## src/core/pba_pkg.sv

```systemverilog
package pba_pkg;
  localparam logic [1:0] OP_READ = 2'h0;
  localparam logic [1:0] OP_WRITE = 2'h1;
  localparam logic [3:0] CTRL1_TAG = 4'h4;
  localparam logic [3:0] STAT1_BUSY_HI = 4'h5;
  localparam int STAT1_ERR_BIT = 5;
  localparam int STAT1_WR_BIT = 0;
  localparam logic [9:0] PAR_PROJECTED = 10'h0A8;
  localparam logic [9:0] PAR_DETECTED = 10'h0B0;
  localparam logic [9:0] PAR_IMAGE_SIZE = 10'h0B4;
  localparam logic [7:0] IMAGE_SIZE_RST = 8'h18;
  localparam logic [31:0] ERR_BAD_ADDR = 32'h00000002;
  localparam logic [31:0] ERR_READ_ONLY = 32'h00000003;
  localparam logic [31:0] ERR_BAD_VALUE = 32'h00000004;
  localparam logic [11:0] APB_CTRL = 12'h000;
  localparam logic [11:0] APB_VALUE_OUT = 12'h004;
  localparam logic [11:0] APB_STATUS = 12'h008;
  localparam logic [11:0] APB_VALUE_IN = 12'h00C;
  localparam logic [11:0] APB_DETECT = 12'h010;
  localparam logic [11:0] APB_PROJECT = 12'h014;
  localparam logic [11:0] APB_IMAGE = 12'h018;
  typedef enum logic [1:0] {ST_IDLE = 2'b00, ST_DONE = 2'b01} pba_state_t;
endpackage : pba_pkg

```

## src/core/pba_core.sv

```systemverilog
// Local design decisions: the register addresses and the APB slave port.
`timescale 1ns/100ps
// Summary of operation
// - Value bytes ignored while control bytes are zero or during a read.
// - Successful read returns status 01F1xxx0, flag clear, value in bytes.
// - Failed read sets bit 5 of status 1 and returns error code.
// - Value words travel least significant byte first, both directions.
// - Write response has status bit 0 set; read response has it clear.
// - Parameter 0xA8 holds writable projected slave mask steering the master.
// - Parameter 0xB0 returns the detected slave mask.
// - Process image size comes up at 24 bytes until reconfigured.
// - Failed write sets the error flag and returns an error code.
module pba_core (
  input wire logic mclk,
  input wire logic resetn,
  input wire logic psel,
  input wire logic penable,
  input wire logic pwrite,
  input wire logic [11:0] paddr,
  input wire logic [31:0] pwdata,
  output logic [31:0] prdata,
  output logic pready,
  output logic pslverr,
  input wire logic [31:0] detected_slave_in,
  output logic [31:0] projected_slave_mask,
  output logic [7:0] image_size
);
  logic [7:0] ctrl0_r;
  logic [7:0] ctrl1_r;
  logic [31:0] req_value_r;
  logic [7:0] stat0_r;
  logic [7:0] stat1_r;
  logic [31:0] resp_value_r;
  logic [31:0] det_s1_r;
  logic [31:0] det_s2_r;
  logic [31:0] projected_r;
  logic [7:0] image_r;
  pba_pkg::pba_state_t state_r;
  logic [31:0] prdata_r;
  logic ctrl_zero;
  logic req_valid;
  logic is_write;
  logic [9:0] req_addr;
  logic apb_wr;
  logic apb_rd;
  logic known;
  logic take_req;
  logic release_req;
  logic hit_projected;
  logic hit_detected;
  logic hit_image;
  logic req_error;
  logic [31:0] req_result;

  function automatic logic [31:0] pack_bytes(input logic [7:0] b0, input logic [7:0] b1,
                                             input logic [7:0] b2, input logic [7:0] b3);
    pack_bytes = {b3, b2, b1, b0};
  endfunction : pack_bytes

  function automatic logic [7:0] status_byte(input logic err, input logic wr);
    status_byte = {pba_pkg::STAT1_BUSY_HI, 4'h0};
    status_byte[pba_pkg::STAT1_ERR_BIT] = err;
    status_byte[pba_pkg::STAT1_WR_BIT] = wr;
  endfunction : status_byte

  assign ctrl_zero = (ctrl0_r == 8'h00) && (ctrl1_r == 8'h00);
  assign is_write = (ctrl0_r[7:6] == pba_pkg::OP_WRITE);
  assign req_valid = (ctrl1_r[7:4] == pba_pkg::CTRL1_TAG) &&
                     ((ctrl0_r[7:6] == pba_pkg::OP_READ) || is_write);
  assign req_addr = {ctrl1_r[3:0], ctrl0_r[5:0]};
  assign apb_wr = psel && penable && pwrite;
  // Read data is captured in the setup cycle, so this marks the setup of a read
  assign apb_rd = psel && !penable && !pwrite;
  assign pready = 1'b1;
  assign known = (paddr[1:0] == 2'h0) && (paddr <= pba_pkg::APB_IMAGE);
  assign pslverr = psel && penable && !known;
  assign prdata = prdata_r;
  assign projected_slave_mask = projected_r;
  assign image_size = image_r;

  // A request is taken once, from idle; the value bytes matter only then
  assign take_req = (state_r == pba_pkg::ST_IDLE) && !ctrl_zero && req_valid;
  assign release_req = (state_r == pba_pkg::ST_DONE) && ctrl_zero;
  assign hit_projected = (req_addr == pba_pkg::PAR_PROJECTED);
  assign hit_detected = (req_addr == pba_pkg::PAR_DETECTED);
  assign hit_image = (req_addr == pba_pkg::PAR_IMAGE_SIZE);

  // Host side of the process image
  always_ff @(posedge mclk) begin
    if (!resetn) begin
      ctrl0_r <= 8'h00;
      ctrl1_r <= 8'h00;
    end else if (apb_wr && paddr == pba_pkg::APB_CTRL) begin
      ctrl0_r <= pwdata[7:0];
      ctrl1_r <= pwdata[15:8];
    end
  end

  always_ff @(posedge mclk) begin
    if (!resetn) begin
      req_value_r <= 32'h00000000;
    end else if (apb_wr && paddr == pba_pkg::APB_VALUE_OUT) begin
      req_value_r <= pack_bytes(pwdata[7:0], pwdata[15:8], pwdata[23:16], pwdata[31:24]);
    end
  end

  // Detection levels come from the link side and pass two flops first
  always_ff @(posedge mclk) begin
    if (!resetn) begin
      det_s1_r <= 32'h00000000;
      det_s2_r <= 32'h00000000;
    end else begin
      det_s1_r <= detected_slave_in;
      det_s2_r <= det_s1_r;
    end
  end

  // Outcome of the request now standing in the control bytes
  always_comb begin
    req_error = 1'b0;
    req_result = 32'h00000000;
    if (hit_projected) begin
      if (!is_write) begin
        req_result = projected_r;
      end
    end else if (hit_detected) begin
      if (is_write) begin
        req_error = 1'b1;
        req_result = pba_pkg::ERR_READ_ONLY;
      end else begin
        req_result = det_s2_r;
      end
    end else if (hit_image) begin
      if (!is_write) begin
        req_result = {24'h000000, image_r};
      end else if (req_value_r[31:8] != 24'h000000) begin
        req_error = 1'b1;
        req_result = pba_pkg::ERR_BAD_VALUE;
      end
    end else begin
      req_error = 1'b1;
      req_result = pba_pkg::ERR_BAD_ADDR;
    end
  end

  // Parameter engine: one access in flight until the host zeroes the control bytes
  always_ff @(posedge mclk) begin
    if (!resetn) begin
      state_r <= pba_pkg::ST_IDLE;
    end else begin
      case (state_r)
        pba_pkg::ST_IDLE: begin
          if (take_req) begin
            state_r <= pba_pkg::ST_DONE;
          end
        end
        pba_pkg::ST_DONE: begin
          if (release_req) begin
            state_r <= pba_pkg::ST_IDLE;
          end
        end
        default: begin
          state_r <= pba_pkg::ST_IDLE;
        end
      endcase
    end
  end

  // Status bytes stay put while the response stands
  always_ff @(posedge mclk) begin
    if (!resetn) begin
      stat0_r <= 8'h00;
      stat1_r <= 8'h00;
    end else if (take_req) begin
      stat1_r <= status_byte(req_error, is_write);
    end else if (release_req) begin
      stat1_r <= 8'h00;
    end
  end

  always_ff @(posedge mclk) begin
    if (!resetn) begin
      resp_value_r <= 32'h00000000;
    end else if (take_req) begin
      resp_value_r <= req_result;
    end
  end

  // Settings change only on a successful write request
  always_ff @(posedge mclk) begin
    if (!resetn) begin
      projected_r <= 32'h00000000;
    end else if (take_req && is_write && hit_projected) begin
      projected_r <= req_value_r;
    end
  end

  always_ff @(posedge mclk) begin
    if (!resetn) begin
      image_r <= pba_pkg::IMAGE_SIZE_RST;
    end else if (take_req && is_write && hit_image && !req_error) begin
      image_r <= req_value_r[7:0];
    end
  end

  always_ff @(posedge mclk) begin
    if (!resetn) begin
      prdata_r <= 32'h00000000;
    end else if (apb_rd) begin
      case (paddr)
        pba_pkg::APB_CTRL: prdata_r <= {16'h0000, ctrl1_r, ctrl0_r};
        pba_pkg::APB_VALUE_OUT: prdata_r <= req_value_r;
        pba_pkg::APB_STATUS: prdata_r <= {16'h0000, stat1_r, stat0_r};
        pba_pkg::APB_VALUE_IN: prdata_r <= resp_value_r;
        pba_pkg::APB_DETECT: prdata_r <= det_s2_r;
        pba_pkg::APB_PROJECT: prdata_r <= projected_r;
        pba_pkg::APB_IMAGE: prdata_r <= {24'h000000, image_r};
        default: prdata_r <= 32'h00000000;
      endcase
    end
  end
endmodule : pba_core

```

## config.mk

```make
export PLATFORM = sky130hd
export DESIGN_NAME = pba_core
export DESIGN_NICKNAME = d
export VERILOG_FILES = /design/src/core/pba_pkg.sv /design/src/core/pba_core.sv
export SDC_FILE = /design/constraint.sdc
export NUM_CORES = 1
export LEC_CHECK = 0
export BUFFER_PORTS_ARGS = -buffer_cell sky130_fd_sc_hd__buf_2
export CAP_MARGIN = 20
export CORE_MARGIN = 2
export CORE_UTILIZATION = 45
export CTS_CLUSTER_SIZE = 10
export DETAILED_ROUTE_END_ITERATION = 8
export PLACE_DENSITY = 0.76
export SYNTH_ARGS = -nofsm -noshare
export SYNTH_HDL_FRONTEND = slang
export SYNTH_SLANG_ARGS = --single-unit
```

## constraint.sdc

```tcl
create_clock -name mclk -period 2.4 [get_ports mclk]
set_input_delay 0.48 -clock mclk [delete_from_list [all_inputs] [get_ports mclk]]
set_output_delay 0.48 -clock mclk [all_outputs]
set_load 0.01 [all_outputs]
```

==> flow_metrics.tcl, run 1 <==
set metrics [dict create \
    powerDensity_nw_per_um2 675 \
    start_kind "flop" \
    die_y_um 146 \
    internal_power_w 0.00585 \
    max_freq_mhz 423 \
    cts_buffer_depth 3 \
    wl_um 26400 \
    dp_hpwl_um 18300 \
    ir_drop_mv 0.452 \
    fp.coreArea_um2 20000 \
    cts-root-buf "clkbuf_16" \
    syn_area_um2 9120 \
    synth-main-ff-cell "dfxtp_1" \
    critPathRequiredTime_ns 2.85 \
    cts_max_level 1 \
    layout-drive-gt1-share_pct 25.8 \
    track_usage_pct 24.1 \
    synth_edf_count 0 \
    hold_depth 2 \
    die_w_um 146 \
    path_clk_slew_ns 0.06 \
    grt_pass1_vias 7562 \
    ys_async_sr_fraction_pct 0 \
    worst_r2r_path_depth 7 \
    combPwrFrac_pct 3.8 \
    cp-end-kind "flop" \
    rows 52 \
    worstPathMaxFanout 8 \
    status "completed" \
    period_needed_ns 2.36 \
    setup_ws_ns 0.0367 \
    area_growth_pct 20.4 \
    grt_pass1_wl_um 41400 \
    post-route-period-util_pct 98.5 \
    dp_slack_ns -0.0998 \
    dr.first_iter.drc_count 721 \
    cts.sinks 220 \
    finClkSkew_ns 0.0200 \
    fin_cells 1425 \
    drt-pass1-iter-count 8 \
    start_util_pct 45.5 \
    avgSynthCellArea_um2 9.12 \
    fill_cells 1828 \
    antenna_found_initial 1 \
    post-cts-setup-buffers 0 \
    synthCells 1000 \
    antenna_cells 0 \
    vias 7954 \
    finalSetupViolCount 0 \
    wl_per_cell_um 18.5 \
    final-max-slew-violation-count 0 \
    hold_path_end "det_s1_r[2]" \
    maxCapViolCount 0 \
    tritoncts "done" \
    rsz0062_at_grt "false" \
    die-area_um2 21400 \
    viasPerCell 5.58 \
    leakagePower_nw 4.15 \
    post-route-util_pct 54.8 \
    power.net_switching_w 0.00156 \
    placed_cells 1393 \
    synth_nets 1081 \
    clock_latency_ns 0.52 \
    port_buffers 153 \
    crit_type "flop to flop" \
    yosysSeqAreaShare_pct 48.3 \
    reg2reg_to "image_size[2]" \
    gp_congestion 0.911 \
    min_from "detected_slave_in[2]" \
    r2r_start "req_value_r[8]" \
    r2r_setup_slack_ns 0.04 \
    grt_max_degree 178 \
    drc_errors 0 \
    p_seq_share_pct 50.3 \
    ios 155 \
    cp.arrival_ns 2.81 \
    slew_headroom_pct 40.5 \
    swShare_pct 21.1 \
    hold_path_class "input pin to flop" \
    ys_seq_elements 220 \
    hold_viol 0 \
    synth_cell_types 64 \
    ant_nets 0 \
    worst_slew_pin_slew_ns 0.888 \
    ys_warn_count 0 \
    grt_overflow 0 \
    numCtsBuffers 26 \
    pwr-share-clk_pct 45.9 \
    final_nets 1232 \
]
## routing by layer
| layer | GRT usage [%] | vias up | share of wire, % |
|---|---|---|---|
| li1 | - | 3775 | - |
| met1 | 32.7 | 3738 | 43 |
| met2 | 39.5 | 387 | 46 |
| met3 | 4.44 | 54 | 8.7 |
| met4 | 6.70 | 0 | 2.4 |
| met5 | 0 | - | 0 |
## power by group through the flow
stage,clock network (W),registers [W],logic (W)
final,0.00341,0.00373,0.000279
after global routing,0.00361,0.00373,0.000301
after CTS,0.00347,0.00373,0.000277
after detailed placement,0,0.00381,0.000276
after global placement,0,0.00380,0.000274
after floorplan,0,0.00379,0.000159
## placed cells by master (no fill, tap or decap), types with 4 or more instances in the layout
master / synthesis / final
o21ai_1: 9 / 9
nor2b_1: 10 / 9
a21boi_2: 30 / 30
o22ai_1: 9 / 9
a221oi_1: 12 / 12
or3_1: 5 / 5
buf_12: 0 / 4
buf_2: 9 / 152
a21boi_1: 5 / 5
a21oi_1: 15 / 15
a31oi_1: 6 / 6
nand2_1: 238 / 238
nor3_1: 9 / 8
a21boi_0: 46 / 46
nor4_1: 8 / 7
a222oi_1: 11 / 11
dfxtp_1: 220 / 220
and2_1: 70 / 70
a22oi_1: 33 / 33
nor2_1: 16 / 16
mux2_2: 18 / 18
mux2i_1: 37 / 37
buf_4: 2 / 43
clkbuf_16: 0 / 27
nand3_1: 13 / 13
o21ai_0: 56 / 56
## worst max-delay path, stage by stage, from the launching register on
cell and delay (ns):
dfxtp_1 0.35, nor4_2 0.51, buf_4 0.19, and4_1 0.25
nand3_1 0.24, a211oi_4 0.37, buf_12 0.18, mux2i_1 0.21
## how the worst max path moves through the flow
| stage | from | to | depth (start not counted) | slack, ns |
|---|---|---|---|---|
| 2_1_floorplan | paddr[4] | prdata[22] | 8 | 0.22 |
| 3_3_place_gp | req_value_r[8] | image_size[0] | 7 | -0.08 |
| 3_5_place_dp | req_value_r[8] | image_size[2] | 7 | -0.1 |
| 4_1_cts | paddr[8] | pslverr | 5 | 0.02 |
| 5_1_grt | req_value_r[8] | image_size[2] | 7 | 0.03 |
| 6_report | req_value_r[8] | image_size[2] | 7 | 0.04 |
## final cells by class
class	instances	area, µm²	area share, %
flip-flops and latches	220	4400	40.1
multi-input cells	703	4360	39.7
clock inverters	1	7.51	0.0684
inverters	1	3.75	0.0342
repair buffers	199	1160	10.6
clock buffers	31	701	6.38
well taps	270	338	3.08
## sequential cells by signal, summed over array words and instances (netlist names)
name                  cells
ctrl1_r                   8
det_s1_r                 32
stat1_r                   3
state_r                   1
resp_value_r             32
det_s2_r                 32
ctrl0_r                   8
req_value_r              32
projected_slave_mask     32
prdata                   32
image_size                8
## logic make-up (layout without fill, tap and decap cells)
family,Yosys count,count (layout),synth area share (%)
compound gates,246,246,19.9
buf+inv,77,232,4.19
flops,220,220,48.3
mux,56,56,6.53
other cells,1,1,0.0411
simple gates,400,400,21.1
## through the flow
stage	hold WS [ns]	power, W	setup TNS [ns]	cell area [µm²]
4_1_cts	0.154	0.00748	0	11000
6_report	0.162	0.00741	0	11000
2_1_floorplan	0.406	0.00395	0	9120
3_5_place_dp	0.418	0.00408	-0.523	10300
3_3_place_gp	0.414	0.00408	-0.581	10300
5_1_grt	0.160	0.00764	0	11000
## cell usage after synthesis (2+ instances only)
cell,number,area [µm²]
o22ai_1,9,56.3
and4_1,3,26.3
buf_1,4,15.0
o21ai_0,56,280
mux2i_1,37,370
and2_1,70,438
clkbuf_8,2,27.5
nor3_1,9,45.0
a21boi_1,5,37.5
a22oi_1,33,248
nand2_2,3,18.8
buf_2,9,45.0
nand3_1,13,65.1
a32o_1,2,20.0
dfxtp_1,220,4400
buf_6,7,78.8
nand4_1,2,12.5
buf_4,2,15.0
a221oi_1,12,105
nor2b_1,10,62.6
nor4_1,8,50.1
or3_1,5,31.3
a31oi_1,6,37.5
o2bb2ai_1,3,26.3
a222oi_1,11,110
and3_1,2,12.5
nor4_2,2,25.0
clkbuf_1,51,191
or4_1,4,30.0
nor2_1,16,60.1
nand2_1,238,893
a21boi_0,46,345
a21oi_1,15,75.1
o21ai_1,9,45.0
mux2_2,18,203
a21boi_2,30,338
## timing repair
action / 4_1_cts / 5_1_grt
hold buffers: 0 / 0
gates resized for setup: 1 / 2
endpoints found under the hold margin: 0 / 0
endpoints found under the setup margin: 8 / 11
Note: power is estimated with default switching activity, not from simulation.
==> inputs of run 2 (changes only) <==
--- a/config.mk
+++ b/config.mk
@@ -5,7 +5,7 @@
 export SDC_FILE = /design/constraint.sdc
 export NUM_CORES = 1
 export LEC_CHECK = 0
-export BUFFER_PORTS_ARGS = -buffer_cell sky130_fd_sc_hd__buf_2
+export BUFFER_PORTS_ARGS = -buffer_cell sky130_fd_sc_hd__clkbuf_2
 export CAP_MARGIN = 20
 export CORE_MARGIN = 2
 export CORE_UTILIZATION = 45
==> flow_metrics.tcl, run 2 (same netlist as run 1, synthesis figures left out) <==
set metrics [dict create \
    drt-pass1-iter-count 5 \
    port_buffers 153 \
    final_nets 1235 \
    die_y_um 146 \
    antenna_found_initial 1 \
    grt_pass1_vias 7675 \
    track_usage_pct 24.3 \
    ant_nets 0 \
    ios 155 \
    period_needed_ns 2.36 \
    p_total_w 0.00749 \
    vias 8063 \
    fp.coreArea_um2 20000 \
    finalSetupViolCount 0 \
    hold_viol 0 \
    finClkSkew_ns 0.00658 \
    post-route-period-util_pct 98.4 \
    cts.sinks 220 \
    max_freq_mhz 423 \
    worstPathMaxFanout 6 \
    die_w_um 146 \
    cts_max_level 1 \
    grt_pass1_wl_um 41800 \
    wl_um 26500 \
    post-route-util_pct 54.9 \
    cts_buffer_depth 3 \
    critPathRequiredTime_ns 1.92 \
    viasPerCell 5.64 \
    clock_latency_ns 0.52 \
    layout-drive-gt1-share_pct 25.9 \
    start_util_pct 45.5 \
    wl_per_cell_um 18.5 \
    rows 52 \
    numCtsBuffers 26 \
    powerDensity_nw_per_um2 680 \
    cp.arrival_ns 1.88 \
    post-cts-setup-buffers 0 \
    worst_slew_pin_slew_ns 0.558 \
    tns_ns 0 \
    gp_congestion 0.923 \
    grt_overflow 0 \
    dp_hpwl_um 18900 \
    slew_headroom_pct 62.5 \
    grt_max_degree 64 \
    layout_commonest_cell "nand2_1" \
    crit_type "input pin to output port" \
    status "completed" \
    leakagePower_nw 4.13 \
    tritoncts "done" \
    dr.first_iter.drc_count 783 \
    ir_drop_mv 0.432 \
    start_kind "input pin" \
    drc_errors 0 \
    layout_common_cells "238 x nand2_1, 220 x dfxtp_1, 152 x clkbuf_2" \
    cts-root-buf "clkbuf_16" \
    maxCapViolCount 0 \
    path_clk_slew_ns 0.05 \
    final-max-slew-violation-count 0 \
    area_growth_pct 20.7 \
    hold_path_class "input pin to flop" \
    antenna_cells 0 \
    rsz0062_at_grt "false" \
    die-area_um2 21400 \
    cp-end-kind "output port" \
]
-- run 2: critical path, cell delays in order --
cell	delay [ns]
clkbuf_2	0.09
or4_1	0.73
nor2_1	0.25
a31oi_1	0.17
clkbuf_2	0.16
-- run 2: area by class of cell --
type                            instances  area [µm²]
Timing Repair Buffer                  202        1170
Tap cell                              270         338
Inverter                                1        3.75
Fill cell                            1847        9030
Multi-Input combinational cell        703        4350
Sequential cell                       220        4400
Clock buffer                           33         738
-- run 2: layer usage --
metal  routed length, µm  vias to the layer above  track usage [%]  share of wire, %
met1               10800                     3768             33.0                41
met5                   0                        -                0                 0
li1                    -                     3779                -                 -
met4                 981                        0             9.27               3.7
met3                2580                       71             5.47               9.8
met2               12100                      445             38.0                46
-- run 2: what timing repair did --
action,in CTS,in global routing
hold buffers,0,0
endpoints found under the setup margin,0,1
resized for setup,0,1
-- run 2: per-stage QoR --
stage          area [µm²]  std cells  hold slack [ns]  setup slack (ns)
2_1_floorplan        9120       1000            0.406             0.224
3_5_place_dp        10300       1396            0.418            0.0182
4_1_cts             11000       1429            0.155            0.0495
6_report            11000       1429            0.169            0.0382
3_3_place_gp        10300       1396            0.414            0.0602
5_1_grt             11000       1429            0.158            0.0282
-- run 2: power by group --
part           internal (W)  leakage (nW)  switching [W]  total, W
clock network       0.00210         0.364        0.00137   0.00348
registers           0.00371          1.79      0.0000227   0.00373
logic              0.000132          1.98       0.000148  0.000281
total               0.00594          4.13        0.00154   0.00749
-- run 2: worst paths after layout --
check	endpoint	cells after the start	startpoint	slack, ns
min	det_s1_r[6]	2	detected_slave_in[6]	0.17
min reg2reg	det_s2_r[21]	1	det_s1_r[21]	0.43
max reg2reg	projected_slave_mask[17]	6	ctrl1_r[7]	0.09
max	pslverr	5	paddr[8]	0.04
